==> config.mk <==
export PLATFORM = sky130hd
export DESIGN_NAME = logic_cell
export DESIGN_NICKNAME = d
export VERILOG_FILES = /design/src/verilog/cell_pkg.sv /design/src/verilog/logic_cell.sv
export SDC_FILE = /design/constraint.sdc
export NUM_CORES = 1
export LEC_CHECK = 0
export BUFFER_PORTS_ARGS = -buffer_cell sky130_fd_sc_hd__buf_2
export CAP_MARGIN = 20
export CORE_MARGIN = 2
export CORE_UTILIZATION = 62
export CTS_BUF_LIST = sky130_fd_sc_hd__clkbuf_2 sky130_fd_sc_hd__clkbuf_4 sky130_fd_sc_hd__clkbuf_8
export CTS_CLUSTER_SIZE = 28
export DETAILED_ROUTE_END_ITERATION = 6
export HOLD_SLACK_MARGIN = 0.12
export PLACE_DENSITY = 0.88
export SLEW_MARGIN = 20
export SYNTH_ARGS = -nofsm -noshare
export SYNTH_HDL_FRONTEND = slang
export SYNTH_SLANG_ARGS = --single-unit
==> constraint.sdc <==
create_clock -name clk_i -period 6.8 [get_ports clk_i]
set_input_delay 0.68 -clock clk_i [delete_from_list [all_inputs] [get_ports clk_i]]
set_output_delay 0.68 -clock clk_i [all_outputs]
set_load 0.005 [all_outputs]
==> src/verilog/cell_pkg.sv <==
/*
 * Constants and types shared by the logic cell: register offsets, field
 * positions, reset values and the enumerations of modes and schemes.
 * Assumes an AXI4-Lite master with 32-bit data and byte addressing.
 */
package cell_pkg;
    // Register byte offsets
    localparam logic [7:0] CONFIG_OFFSET = 8'h00;
    localparam logic [7:0] LUT_MASK_OFFSET = 8'h04;
    localparam logic [7:0] STATUS_OFFSET = 8'h08;
    // Reset values
    localparam logic [31:0] CONFIG_RESET = 32'h0000_0000;
    localparam logic [15:0] LUT_MASK_RESET = 16'h0000;
    // Configuration field positions
    localparam int MODE_LSB = 0;
    localparam int SCHEME_LSB = 2;
    localparam int PRESET_INV_BIT = 5;
    localparam int CE_FROM_A_BIT = 6;
    localparam int CARRY_SEL_BIT = 7;
    localparam int CASCADE_EN_BIT = 8;
    localparam int CASCADE_OR_BIT = 9;
    localparam int PACKED_BIT = 10;
    localparam int FF_TYPE_LSB = 11;
    localparam int LOCAL_REG_BIT = 14;
    localparam int GLOBAL_REG_BIT = 15;
    localparam int CHIP_RESET_EN_BIT = 16;
    // Status field positions
    localparam int STAT_Q_BIT = 0;
    localparam int STAT_LOCAL_BIT = 1;
    localparam int STAT_GLOBAL_BIT = 2;
    localparam int STAT_CARRY_BIT = 3;
    localparam int STAT_CASCADE_BIT = 4;
    localparam int STAT_TRI_BIT = 5;
    localparam int STAT_OVERRIDE_BIT = 6;
    // Number of emulated tri-state sources
    localparam int TRI_SOURCES = 4;
    // AXI responses
    localparam logic [1:0] RESP_OKAY = 2'h0;
    localparam logic [1:0] RESP_SLVERR = 2'h2;

    typedef enum logic [1:0] {MODE_NORMAL, MODE_ARITH, MODE_UPDOWN, MODE_CLEARABLE} mode_t;
    typedef enum logic [2:0] {SCH_CLEAR, SCH_PRESET, SCH_CLEAR_PRESET, SCH_LOAD_CLEAR,
                              SCH_LOAD_PRESET, SCH_LOAD_ONLY} scheme_t;
    typedef enum logic [2:0] {FF_D, FF_T, FF_JK, FF_SR, FF_BYPASS} ff_t;
endpackage

==> src/verilog/logic_cell.sv <==
/*
 * One programmable logic cell: table, flip-flop, carry and cascade chain,
 * asynchronous clear/preset/load schemes, chip reset and tri-state
 * emulation, configured over an AXI4-Lite slave.
 * Assumes all inputs are synchronous to clk_i and the neighbouring cells
 * drive carry and cascade inputs from the same clock.
 */
`timescale 1ns/1ps
module logic_cell (
    input wire logic clk_i,
    input wire logic resetn_i,
    // AXI4-Lite slave
    input wire logic awvalid_i,
    output logic awready_o,
    input wire logic [7:0] awaddr_i,
    input wire logic wvalid_i,
    output logic wready_o,
    input wire logic [31:0] wdata_i,
    input wire logic [3:0] wstrb_i,
    output logic bvalid_o,
    input wire logic bready_i,
    output logic [1:0] bresp_o,
    input wire logic arvalid_i,
    output logic arready_o,
    input wire logic [7:0] araddr_i,
    output logic rvalid_o,
    input wire logic rready_i,
    output logic [31:0] rdata_o,
    output logic [1:0] rresp_o,
    // Cell data inputs
    input wire logic cell_input_a_i,
    input wire logic cell_input_b_i,
    input wire logic cell_input_c_i,
    input wire logic cell_input_d_i,
    input wire logic carry_in_i,
    input wire logic cascade_in_i,
    // Group controls, asserted high after the group's programmable inversion; chip reset is active low
    input wire logic group_control_first_i,
    input wire logic group_control_second_i,
    input wire logic chip_reset_n_i,
    // Tri-state emulation sources
    input wire logic [3:0] tri_data_i,
    input wire logic [3:0] tri_enable_i,
    // Cell outputs
    output logic local_out_o,
    output logic global_out_o,
    output logic carry_out_o,
    output logic cascade_out_o,
    output logic tri_bus_o
);
    // Whole module state, registered in one place
    typedef struct packed {
        logic [31:0] config_word; // Mode and routing configuration
        logic [15:0] lut_mask;    // Table contents
        logic phys_q;             // Physical flip-flop, possibly inverted
        logic aw_held;            // Write address taken
        logic [7:0] aw_addr;
        logic w_held;             // Write data taken
        logic [31:0] w_data;
        logic [3:0] w_strb;
        logic bvalid;
        logic [1:0] bresp;
        logic rvalid;
        logic [31:0] rdata;
        logic [1:0] rresp;
    } state_t;

    state_t state;      // Current state
    state_t next_state; // Value for the next edge

    // Decoded configuration
    cell_pkg::mode_t mode;
    cell_pkg::scheme_t scheme;
    cell_pkg::ff_t ff_type;
    logic preset_inv, ce_from_a, carry_sel, cascade_en, cascade_or, packed_reg;
    logic local_reg, global_reg, chip_reset_en;
    // Datapath nets
    logic [3:0] lut_idx;
    logic [2:0] half_idx;
    logic lut_out, half_sum, half_carry, comb_result, reg_data, next_q;
    logic cascade_use, ce_eff, inverted, clr_n, pre_n, override_act, phys_view, cell_q;
    logic [31:0] status_word;

    // Register index: 0 config, 1 table, 2 status, 3 unmapped
    function automatic logic [1:0] reg_index(input logic [7:0] addr);
        if (addr == cell_pkg::CONFIG_OFFSET) begin
            return 2'h0;
        end
        if (addr == cell_pkg::LUT_MASK_OFFSET) begin
            return 2'h1;
        end
        if (addr == cell_pkg::STATUS_OFFSET) begin
            return 2'h2;
        end
        return 2'h3;
    endfunction

    // Byte-lane merge of a write into an old word
    function automatic logic [31:0] merge(input logic [31:0] old, input logic [31:0] data,
                                          input logic [3:0] strb);
        logic [31:0] res;
        res = old;
        for (int i = 0; i < 4; i++) begin
            if (strb[i]) begin
                res[i*8 +: 8] = data[i*8 +: 8];
            end
        end
        return res;
    endfunction

    // Cascade link: AND, or OR built from inverted AND
    function automatic logic cascade_join(input logic value, input logic chain, input logic use_or);
        if (use_or) begin
            return ~(~value & ~chain);
        end
        return value & chain;
    endfunction

    // Config field extraction
    assign mode = cell_pkg::mode_t'(state.config_word[cell_pkg::MODE_LSB +: 2]);
    assign scheme = cell_pkg::scheme_t'(state.config_word[cell_pkg::SCHEME_LSB +: 3]);
    assign ff_type = cell_pkg::ff_t'(state.config_word[cell_pkg::FF_TYPE_LSB +: 3]);
    assign preset_inv = state.config_word[cell_pkg::PRESET_INV_BIT];
    assign ce_from_a = state.config_word[cell_pkg::CE_FROM_A_BIT];
    assign carry_sel = state.config_word[cell_pkg::CARRY_SEL_BIT];
    assign cascade_en = state.config_word[cell_pkg::CASCADE_EN_BIT];
    assign cascade_or = state.config_word[cell_pkg::CASCADE_OR_BIT];
    assign packed_reg = state.config_word[cell_pkg::PACKED_BIT];
    assign local_reg = state.config_word[cell_pkg::LOCAL_REG_BIT];
    assign global_reg = state.config_word[cell_pkg::GLOBAL_REG_BIT];
    assign chip_reset_en = state.config_word[cell_pkg::CHIP_RESET_EN_BIT];

    // Asynchronous clear/preset decode into active-low register controls
    always_comb begin
        inverted = 1'b0;
        clr_n = 1'b1;
        pre_n = 1'b1;
        unique case (scheme)
            cell_pkg::SCH_CLEAR: begin
                clr_n = ~(group_control_first_i | group_control_second_i);
            end
            cell_pkg::SCH_PRESET: begin
                if (preset_inv) begin
                    // Clear with register in and out inverted reads as preset
                    inverted = 1'b1;
                    clr_n = ~group_control_first_i;
                end else begin
                    pre_n = ~group_control_first_i;
                end
            end
            cell_pkg::SCH_CLEAR_PRESET: begin
                pre_n = ~group_control_first_i;
                clr_n = ~group_control_second_i;
            end
            cell_pkg::SCH_LOAD_CLEAR: begin
                pre_n = ~(group_control_first_i & cell_input_c_i);
                clr_n = ~((group_control_first_i & ~cell_input_c_i) | group_control_second_i);
            end
            cell_pkg::SCH_LOAD_PRESET: begin
                // Stored inverted, so the loaded data is inverted to match
                inverted = 1'b1;
                pre_n = ~(group_control_first_i & ~cell_input_c_i);
                clr_n = ~((group_control_first_i & cell_input_c_i) | group_control_second_i);
            end
            cell_pkg::SCH_LOAD_ONLY: begin
                pre_n = ~(group_control_first_i & cell_input_c_i);
                clr_n = ~(group_control_first_i & ~cell_input_c_i);
            end
            default: begin
                // Unused scheme code: controls stay released
                inverted = 1'b0;
            end
        endcase
        // Chip reset clears the physical flop over every scheme
        if (chip_reset_en && !chip_reset_n_i) begin
            clr_n = 1'b0;
            pre_n = 1'b1;
        end
    end

    // The override shows at once; the flop captures it at the next edge
    assign override_act = ~clr_n | ~pre_n;
    assign phys_view = !clr_n ? 1'b0 : (!pre_n ? 1'b1 : state.phys_q);
    assign cell_q = inverted ? ~phys_view : phys_view;
    assign ce_eff = ce_from_a ? cell_input_a_i : 1'b1;
    assign cascade_use = cascade_en & ~packed_reg;

    // Half-table index per mode; counters feed back the register and count enable
    always_comb begin
        unique case (mode)
            cell_pkg::MODE_NORMAL, cell_pkg::MODE_ARITH: begin
                half_idx = {carry_in_i, cell_input_b_i, cell_input_a_i};
            end
            cell_pkg::MODE_UPDOWN: half_idx = {cascade_in_i, cell_q, carry_in_i & cell_input_b_i};
            cell_pkg::MODE_CLEARABLE: half_idx = {1'b0, cell_q, carry_in_i & cell_input_b_i};
        endcase
    end

    // Lower half of the mask is the result table, upper half the carry; kept apart
    // so the mode routing never reads a table bit left over from the last pass
    assign half_sum = state.lut_mask[{1'b0, half_idx}];
    assign half_carry = state.lut_mask[{1'b1, half_idx}];

    // Table and mode routing
    always_comb begin
        lut_idx = {cell_input_d_i, carry_sel ? carry_in_i : cell_input_c_i, cell_input_b_i, cell_input_a_i};
        lut_out = state.lut_mask[lut_idx];
        comb_result = lut_out;
        reg_data = lut_out;
        carry_out_o = carry_in_i;
        cascade_out_o = lut_out;
        unique case (mode)
            cell_pkg::MODE_NORMAL: begin
                cascade_out_o = cascade_use ? cascade_join(lut_out, cascade_in_i, cascade_or) : lut_out;
                comb_result = cascade_out_o;
                // Packed: d goes straight to the flop, table is free
                reg_data = packed_reg ? cell_input_d_i : comb_result;
            end
            cell_pkg::MODE_ARITH: begin
                cascade_out_o = cascade_en ? cascade_join(half_sum, cascade_in_i, cascade_or) : half_sum;
                comb_result = cascade_out_o;
                reg_data = comb_result;
                carry_out_o = half_carry;
            end
            cell_pkg::MODE_UPDOWN: begin
                // b enables counting, cascade-in gives direction, d loads c
                comb_result = half_sum;
                reg_data = cell_input_d_i ? cell_input_c_i : half_sum;
                carry_out_o = half_carry;
                cascade_out_o = 1'b1;
            end
            cell_pkg::MODE_CLEARABLE: begin
                // Cascade-in is the active-low synchronous clear
                comb_result = half_sum;
                reg_data = (cell_input_d_i ? cell_input_c_i : half_sum) & cascade_in_i;
                carry_out_o = half_carry;
                cascade_out_o = 1'b1;
            end
        endcase
    end

    // Flip-flop personality
    always_comb begin
        unique case (ff_type)
            cell_pkg::FF_D: next_q = reg_data;
            cell_pkg::FF_T: next_q = cell_q ^ reg_data;
            cell_pkg::FF_JK: next_q = (reg_data & ~cell_q) | (~cell_input_b_i & cell_q);
            cell_pkg::FF_SR: next_q = reg_data ? 1'b1 : (cell_input_b_i ? 1'b0 : cell_q);
            cell_pkg::FF_BYPASS: next_q = reg_data;
            default: next_q = cell_q;
        endcase
    end

    // Output selection; bypass sends the table result to both outputs
    assign local_out_o = (local_reg && ff_type != cell_pkg::FF_BYPASS) ? cell_q : comb_result;
    assign global_out_o = (global_reg && ff_type != cell_pkg::FF_BYPASS) ? cell_q : comb_result;

    // Tri-state emulation by multiplexer: contention low, float high
    always_comb begin
        tri_bus_o = 1'b1;
        if ($countones(tri_enable_i) > 1) begin
            tri_bus_o = 1'b0;
        end else begin
            for (int i = 0; i < cell_pkg::TRI_SOURCES; i++) begin
                if (tri_enable_i[i]) begin
                    tri_bus_o = tri_data_i[i];
                end
            end
        end
    end

    // Status snapshot for software
    always_comb begin
        status_word = 32'h0000_0000;
        status_word[cell_pkg::STAT_Q_BIT] = cell_q;
        status_word[cell_pkg::STAT_LOCAL_BIT] = local_out_o;
        status_word[cell_pkg::STAT_GLOBAL_BIT] = global_out_o;
        status_word[cell_pkg::STAT_CARRY_BIT] = carry_out_o;
        status_word[cell_pkg::STAT_CASCADE_BIT] = cascade_out_o;
        status_word[cell_pkg::STAT_TRI_BIT] = tri_bus_o;
        status_word[cell_pkg::STAT_OVERRIDE_BIT] = override_act;
    end

    // Next state: flop update and AXI4-Lite slave
    always_comb begin
        next_state = state;
        // Async override wins; otherwise only an enabled edge updates
        if (override_act) begin
            next_state.phys_q = clr_n;
        end else if (ce_eff) begin
            next_state.phys_q = inverted ? ~next_q : next_q;
        end
        // Address and data are taken in either order, one write at a time
        if (awvalid_i && awready_o) begin
            next_state.aw_held = 1'b1;
            next_state.aw_addr = awaddr_i;
        end
        if (wvalid_i && wready_o) begin
            next_state.w_held = 1'b1;
            next_state.w_data = wdata_i;
            next_state.w_strb = wstrb_i;
        end
        if (state.aw_held && state.w_held) begin
            next_state.aw_held = 1'b0;
            next_state.w_held = 1'b0;
            next_state.bvalid = 1'b1;
            next_state.bresp = cell_pkg::RESP_OKAY;
            unique case (reg_index(state.aw_addr))
                2'h0: next_state.config_word = merge(state.config_word, state.w_data, state.w_strb);
                2'h1: next_state.lut_mask = 16'(merge({16'h0000, state.lut_mask}, state.w_data, state.w_strb));
                2'h2: next_state.bresp = cell_pkg::RESP_OKAY; // Status ignores writes
                2'h3: next_state.bresp = cell_pkg::RESP_SLVERR;
            endcase
        end
        if (state.bvalid && bready_i) begin
            next_state.bvalid = 1'b0;
        end
        // Reads answer one cycle after the address is taken
        if (arvalid_i && arready_o) begin
            next_state.rvalid = 1'b1;
            next_state.rresp = cell_pkg::RESP_OKAY;
            unique case (reg_index(araddr_i))
                2'h0: next_state.rdata = state.config_word;
                2'h1: next_state.rdata = {16'h0000, state.lut_mask};
                2'h2: next_state.rdata = status_word;
                2'h3: begin
                    next_state.rdata = 32'h0000_0000;
                    next_state.rresp = cell_pkg::RESP_SLVERR;
                end
            endcase
        end else if (state.rvalid && rready_i) begin
            next_state.rvalid = 1'b0;
        end
    end

    // Single state register with synchronous reset
    always_ff @(posedge clk_i) begin
        if (!resetn_i) begin
            state <= '0;
            state.config_word <= cell_pkg::CONFIG_RESET;
            state.lut_mask <= cell_pkg::LUT_MASK_RESET;
        end else begin
            state <= next_state;
        end
    end

    // Handshake outputs; a held item blocks its channel until the answer goes
    assign awready_o = ~state.aw_held & ~state.bvalid;
    assign wready_o = ~state.w_held & ~state.bvalid;
    assign bvalid_o = state.bvalid;
    assign bresp_o = state.bresp;
    assign arready_o = ~state.rvalid;
    assign rvalid_o = state.rvalid;
    assign rdata_o = state.rdata;
    assign rresp_o = state.rresp;

    // Checks next to the logic they guard
    a_clear_either_line: assert property (@(posedge clk_i) disable iff (!resetn_i)
        (scheme == cell_pkg::SCH_CLEAR && (group_control_first_i || group_control_second_i)
         && !(chip_reset_en && !chip_reset_n_i)) |-> (cell_q == 1'b0) ##1 (state.phys_q == 1'b0 || override_act))
        else $error("clear scheme did not clear");
    a_preset_then_clear: assert property (@(posedge clk_i) disable iff (!resetn_i)
        (scheme == cell_pkg::SCH_CLEAR_PRESET && !(chip_reset_en && !chip_reset_n_i))
        |-> (group_control_second_i ? cell_q == 1'b0 : (group_control_first_i ? cell_q == 1'b1 : 1'b1)))
        else $error("clear-preset lines wrong");
    a_load_copies_c: assert property (@(posedge clk_i) disable iff (!resetn_i)
        (scheme == cell_pkg::SCH_LOAD_ONLY && group_control_first_i && !(chip_reset_en && !chip_reset_n_i))
        |-> cell_q == cell_input_c_i)
        else $error("load did not copy input c");
    a_load_preset_line: assert property (@(posedge clk_i) disable iff (!resetn_i)
        (scheme == cell_pkg::SCH_LOAD_PRESET && group_control_second_i && !(chip_reset_en && !chip_reset_n_i))
        |-> cell_q == 1'b1)
        else $error("load-preset second line did not preset");
    a_chip_reset_wins: assert property (@(posedge clk_i) disable iff (!resetn_i)
        (chip_reset_en && !chip_reset_n_i) |-> (cell_q == inverted) ##1 (state.phys_q == 1'b0))
        else $error("chip reset not overriding");
    a_hold_without_ce: assert property (@(posedge clk_i) disable iff (!resetn_i)
        (!override_act && !ce_eff) |=> (state.phys_q == $past(state.phys_q)))
        else $error("register moved without enable");
    a_tri_resolve: assert property (@(posedge clk_i) disable iff (!resetn_i)
        (tri_enable_i == 4'h0 |-> tri_bus_o == 1'b1) and ($countones(tri_enable_i) > 1 |-> tri_bus_o == 1'b0))
        else $error("tri-state emulation resolved wrongly");
    a_packed_no_cascade: assert property (@(posedge clk_i) disable iff (!resetn_i)
        (mode == cell_pkg::MODE_NORMAL && packed_reg) |-> cascade_out_o == lut_out)
        else $error("packed cell used the cascade");
    a_sync_clear_count: assert property (@(posedge clk_i) disable iff (!resetn_i)
        (mode == cell_pkg::MODE_CLEARABLE && !cascade_in_i && ce_eff && !override_act
         && ff_type == cell_pkg::FF_D && !inverted) |=> (state.phys_q == 1'b0))
        else $error("clearable counter did not clear");
endmodule // logic_cell

==> results.json, run 1 <==
{
  "grt_use_total_pct": 27.0,
  "wire_per_inst_um": 15.5,
  "area_growth_syn_to_layout_pct": 12.1,
  "startpoint_type": "register",
  "cts_buffer_depth": 2,
  "layout.cells.non_filler": 960,
  "grt_overflow": 0,
  "antenna_cells": 0,
  "setup_tns_ns": 0,
  "dp_hpwl_mm": 10.6,
  "dp_cells": 928,
  "drt-initial-drc-count": 367,
  "slew_viol_final": 0,
  "fin_hold_ws_ns": 0.471,
  "largest_register": "state",
  "pwr_density_cell_mw_per_mm2": 223,
  "pin_count": 122,
  "hold_violations": 0,
  "cts_tree": "built",
  "die_h_um": 105,
  "rsz0062_at_grt": "no",
  "start_util_pct": 63.0,
  "synth_enable_flop_cells": 0,
  "ir_drop_mv": 0.129,
  "cts_max_level": 4,
  "synth_seq_area_share_pct": 41.1,
  "leakage_nw": 2.91,
  "clk_pin_slew_ns": 0.08,
  "finalCriticalPeriod_ns": 4.00,
  "cp_slowest_stage_delay_ns": 0.55,
  "postCtsSetupRepairBufs": 0,
  "required_ns": 6.12,
  "relSlewSlack_pct": 33.9,
  "cts_made_buffers": 17,
  "avgViaCountPerCell": 5.64,
  "rows": 37,
  "grt_pass1_vias": 5121,
  "setup_viol": 0,
  "cp.arrival_ns": 3.32,
  "ys_ff_latch": 131,
  "fmax_ghz": 0.250,
  "avgSynthCellArea_um2": 8.54,
  "critPathSlowestCell": "dfxtp_1",
  "largest_register_ffs": 78,
  "ys_types": 58,
  "crit_chain": "nand2b_2 > nor3b_1 > o21a_4 > or3_4 > a41oi_4 > mux2_4 > a21oi_1 > o21ai_1 > o21a_1 > mux2_2 > buf_2",
  "critPathKind": "reg2out",
  "place_congestion": 0.917,
  "ant_nets": 0,
  "status": "completed",
  "ys_warn_count": 0,
  "synth_ff_type": "dfxtp_1",
  "antenna_found_initial": 0,
  "num_vias": 5410,
  "hold_buffers": 0,
  "drv_cap": 0,
  "cts_resized": 0,
  "syn_inst": 748,
  "layout-drive-gt1-share_pct": 22.1,
  "worstHoldPathType": "reg2reg",
  "end_kind": "output port",
  "grt_pass1_wl_mm": 24.3,
  "portBuffers": 119,
  "layout.cells.most_common": "nand2_1",
  "grt_max_degree": 131,
  "clk_latency_ns": 0.43,
  "synth_area_mm2": 0.00639,
  "first_pass_iters": 5,
  "crit_buf_inv": 1,
  "die_x_um": 105,
  "final_cell_mix": "151 x nand2_1, 131 x dfxtp_1, 119 x buf_2, 71 x a21boi_0, 47 x nor2b_1",
  "tightestPinTransition_ns": 0.992,
  "clkSinkCount": 131,
  "skew_ns": 0.0113,
  "drcViolationCount": 0,
  "clockRootBuffer": "clkbuf_8",
  "dieArea_mm2": 0.0111,
  "coreArea_mm2": 0.0101,
  "timing.final.crit_share_pct": 58.8,
  "wirelength_mm": 14.9,
  "p_total_w": 0.00160,
  "path_delay_family": "compound AO/OA/AOI/OAI gates",
  "num-nets-final": 888,
  "async_reset_ff_share_pct": 0,
  "path_max_fanout": 9
}
## worst paths after layout
check                  from     endpoint  slack, ns  depth (start not counted)
setup / recovery  scheme[2]  local_out_o       2.80                         11
hold / removal    state[82]    state[82]       0.47                          2
setup reg to reg  scheme[2]    state[84]       3.43                         11
hold reg to reg   state[82]    state[82]       0.47                          2
## through the flow
step	instance area [um2]	util, %	worst slack (ns)
after detailed placement	6750	66.6	2.93
after global routing	7160	70.6	2.64
after floorplan	6390	-	3.31
final	7160	70.6	2.80
after global placement	6740	66.4	2.99
after CTS	7150	70.6	2.84
## synthesized netlist by cell type (all sizes together), types with 10 or more instances
cell type	count	share of area, %
dfxtp	131	41
nor2b	48	4.7
mux2i	46	7.2
nand3	38	3.0
nor3	13	1.0
nand2	151	8.9
buf	45	5.0
clkbuf	36	2.2
nand2b	10	1.0
a22oi	18	2.2
a21boi	78	9.2
o21ai	22	1.7
a21oi	20	1.6
nor2	26	1.6
## cell type report
cell class	instances	area, um2
inverters	8	30.0
repair buffers	124	641
well taps	136	170
multi-input cells	529	3290
flip-flops and latches	131	2620
fillers	771	2980
clock buffers	19	262
clock inverters	13	140
## layer usage
metal / vias up / global-route usage, % / share of wire [%]
met5: - / 0 / 0
met4: 0 / 8.65 / 1.7
met3: 24 / 5.94 / 5.9
met2: 171 / 45.5 / 49
met1: 2571 / 34.4 / 43
li1: 2644 / - / -
## worst register-to-register path, delay by kind of cell (launching register included)
kind             cells  cell delay [ns]
AO/OA/AOI/OAI        6             1.27
AND/OR/NAND/NOR      4             1.07
flip-flops           1             0.55
multiplexers         1             0.37
## cell families after synthesis
family	share of synthesized area, %
adder cells (fa/ha/maj)	0.313
multiplexers	9.56
buffers and inverters	7.68
XOR/XNOR	0.137
other	0.0587
flip-flops	41.1
AO/OA/AOI/OAI	18.7
AND/OR/NAND/NOR	22.5
## where the power goes
group / internal [W] / total (W) / switching, W
clock: 0.000322 / 0.000655 / 0.000332
sequential: 0.000790 / 0.000809 / 0.0000193
combinational: 0.0000597 / 0.000136 / 0.0000764
No activity file was read; power rests on OpenSTA's default activity.
==> run 2: changes to the inputs <==
Settings changed: ABC_AREA set to 1, CORE_UTILIZATION 62 to 51, PLACE_DENSITY 0.88 to 0.78.
Clock period 6.8 ns to 3.28 ns, I/O delays scaled along.
==> run 2 against run 1 <==
Sequential share of layout area rose by 2.0 points. Global-route usage fell by 3.2 points. First-iteration DRC count rose by 12%. Non-clock buffer count rose by 8. Worst setup slack got worse by 2.5 ns. Register-to-register slack got worse by 2.6 ns. Via count rose by 1.8%. Wire length fell by 3.8%. Highest routed layer unchanged. Clock skew rose by 0.0044 ns. Largest cell class is now sequential cells. Core utilization fell by 11 points.
==> results.json, run 2 <==
{
  "pwr_density_cell_mw_per_mm2": 507,
  "min-delay-start": "wdata_i[0]",
  "synth_common_cells": "144 x o21ai_0, 131 x dfxtp_1, 118 x nor2_1",
  "final_cell_mix": "144 x o21ai_0, 131 x dfxtp_1, 119 x buf_2, 117 x nor2_1, 95 x nand2_1",
  "hold_violations": 0,
  "reg2reg_from": "mode[1]",
  "pin_count": 122,
  "avgViaCountPerCell": 5.22,
  "critPathKind": "reg2out",
  "die_h_um": 112,
  "wire_per_inst_um": 13.6,
  "antenna_found_initial": 0,
  "grt_max_degree": 82,
  "final_area_mm2": 0.00679,
  "drcViolationCount": 0,
  "num-nets-final": 976,
  "tightestPinTransition_ns": 0.979,
  "skew_ns": 0.0157,
  "area_growth_syn_to_layout_pct": 14.5,
  "ys_types": 35,
  "startpoint_type": "register",
  "portBuffers": 119,
  "antenna_cells": 0,
  "cts_resized": 0,
  "num_vias": 5509,
  "worstHoldPathType": "in2reg",
  "final_util_pct": 59.7,
  "cp-startpoint": "mode[1]",
  "syn_inst": 821,
  "relSlewSlack_pct": 34.2,
  "leakage_nw": 2.96,
  "layout-drive-gt1-share_pct": 20.1,
  "ant_nets": 0,
  "dieArea_mm2": 0.0125,
  "slew_viol_final": 0,
  "rsz0062_at_grt": "no",
  "die_x_um": 112,
  "synth_top_area_cell": "dfxtp_1",
  "grt_use_total_pct": 23.8,
  "clkSinkCount": 131,
  "required_ns": 2.95,
  "drt-initial-drc-count": 411,
  "grt_pass1_vias": 4997,
  "fin_hold_ws_ns": 0.134,
  "wirelength_mm": 14.3,
  "ir_drop_mv": 0.301,
  "largest_register": "state",
  "ys_ff_latch": 131,
  "cts_tree": "built",
  "cts_buffer_depth": 2,
  "clk_latency_ns": 0.45,
  "grt_pass1_wl_mm": 24.0,
  "layout.cells.most_common": "o21ai_0",
  "status": "completed",
  "dp_hpwl_mm": 10.3,
  "async_reset_ff_share_pct": 0,
  "yosys-top-cells-area": "dfxtp_1 44%, o21ai_0 12%, a21oi_1 7.7%",
  "layout_setup_ws_ns": 0.342,
  "first_pass_iters": 5,
  "yosysMostFrequentCell": "o21ai_0",
  "largest_register_ffs": 78,
  "placed_cell_area_mm2": 0.00637,
  "synth_enable_flop_cells": 0,
  "timing.final.crit_share_pct": 89.6,
  "synth_ff_type": "dfxtp_1",
  "rows": 39,
  "coreArea_mm2": 0.0114,
  "clockRootBuffer": "clkbuf_8",
  "cts_made_buffers": 17,
  "postCtsSetupRepairBufs": 0,
  "path_max_fanout": 16,
  "grt_overflow": 0,
  "clk_pin_slew_ns": 0.09,
  "yosysTopAreaCellShare_pct": 44.2,
  "fmax_ghz": 0.340,
  "synth_area_mm2": 0.00593,
  "cp.arrival_ns": 2.61,
  "synth_seq_area_share_pct": 44.2,
  "start_util_pct": 52.2,
  "end_kind": "output port",
  "drv_cap": 0,
  "place_congestion": 0.923,
  "finalCriticalPeriod_ns": 2.94,
  "setup_viol": 0,
  "hold_buffers": 5,
  "setup_tns_ns": 0,
  "place_ws_ns": 0.679,
  "avgSynthCellArea_um2": 7.23,
  "ys_warn_count": 0,
  "cts_max_level": 4
}
[run 2: cell count changes after synthesis, moves of 9 or more]
| cell | change |
|---|---|
| o21ai_0 | +130 |
| nor2_1 | +93 |
| inv_1 | +73 |
| a21oi_1 | +72 |
| a21boi_0 | -71 |
| nand2_1 | -56 |
| nor2b_1 | -47 |
| mux2i_1 | -46 |
| nand3_1 | -20 |
| a22oi_1 | -15 |
| nand2b_1 | -9 |
[run 2: path summary, 6_finish.rpt]
check	end	slack, ns	cells after the start
worst max register to register	state[84]	0.80	18
worst min-delay path	state[42]	0.13	3
worst min register to register	chip_reset_en	0.46	2
worst max-delay path	local_out_o	0.34	12
[run 2: kinds of logic (layout without fill, tap and decap cells)]
logic type / after synthesis / count (layout) / share of synthesized area, %
compound gates: 271 / 271 / 24.8
flops: 131 / 131 / 44.2
buf+inv: 157 / 247 / 12.3
simple gates: 260 / 260 / 18.3
fa+ha+maj: 1 / 1 / 0.337
other cells: 1 / 2 / 0.0632
[run 2: per-layer routing]
layer | vias up | global-route usage [%] | share of wire [%]
met4 | 0 | 9.05 | 1.8
met2 | 199 | 34.4 | 43
met5 | - | 0 | 0
met3 | 20 | 6.80 | 8.3
li1 | 2844 | - | -
met1 | 2446 | 33.7 | 47
[run 2: final cells by class]
type,instances,area (um2)
Fill cell,1126,4580
Tap cell,143,179
Multi-Input combinational cell,534,2580
Clock inverter,15,143
Clock buffer,17,234
Timing Repair Buffer,132,718
Sequential cell,131,2620
Inverter,83,312
[run 2: through the flow]
stage,std cells,total power [W]
after floorplan,822,0.00205
after global routing,1055,0.00361
after global placement,1018,0.00215
final,1055,0.00345
after CTS,1055,0.00347
after detailed placement,1018,0.00216
[run 2: where the power goes]
group          internal (W)  switching, W  total [W]
Clock              0.000619      0.000694    0.00131
Sequential          0.00168     0.0000452    0.00173
Combinational      0.000162      0.000245   0.000407
Total               0.00246      0.000985    0.00345
[run 2: worst max-delay path: stages (launching register included)]
cell and delay, ns:
dfxtp_1 0.58, nand3_1 0.14, o21ai_2 0.24, o21ai_0 0.19
nand3_2 0.11, nand3_2 0.08, nand2_2 0.11, nand2_2 0.05
a32o_1 0.22, inv_2 0.07, o21ai_2 0.07, a21oi_2 0.15
buf_2 0.13
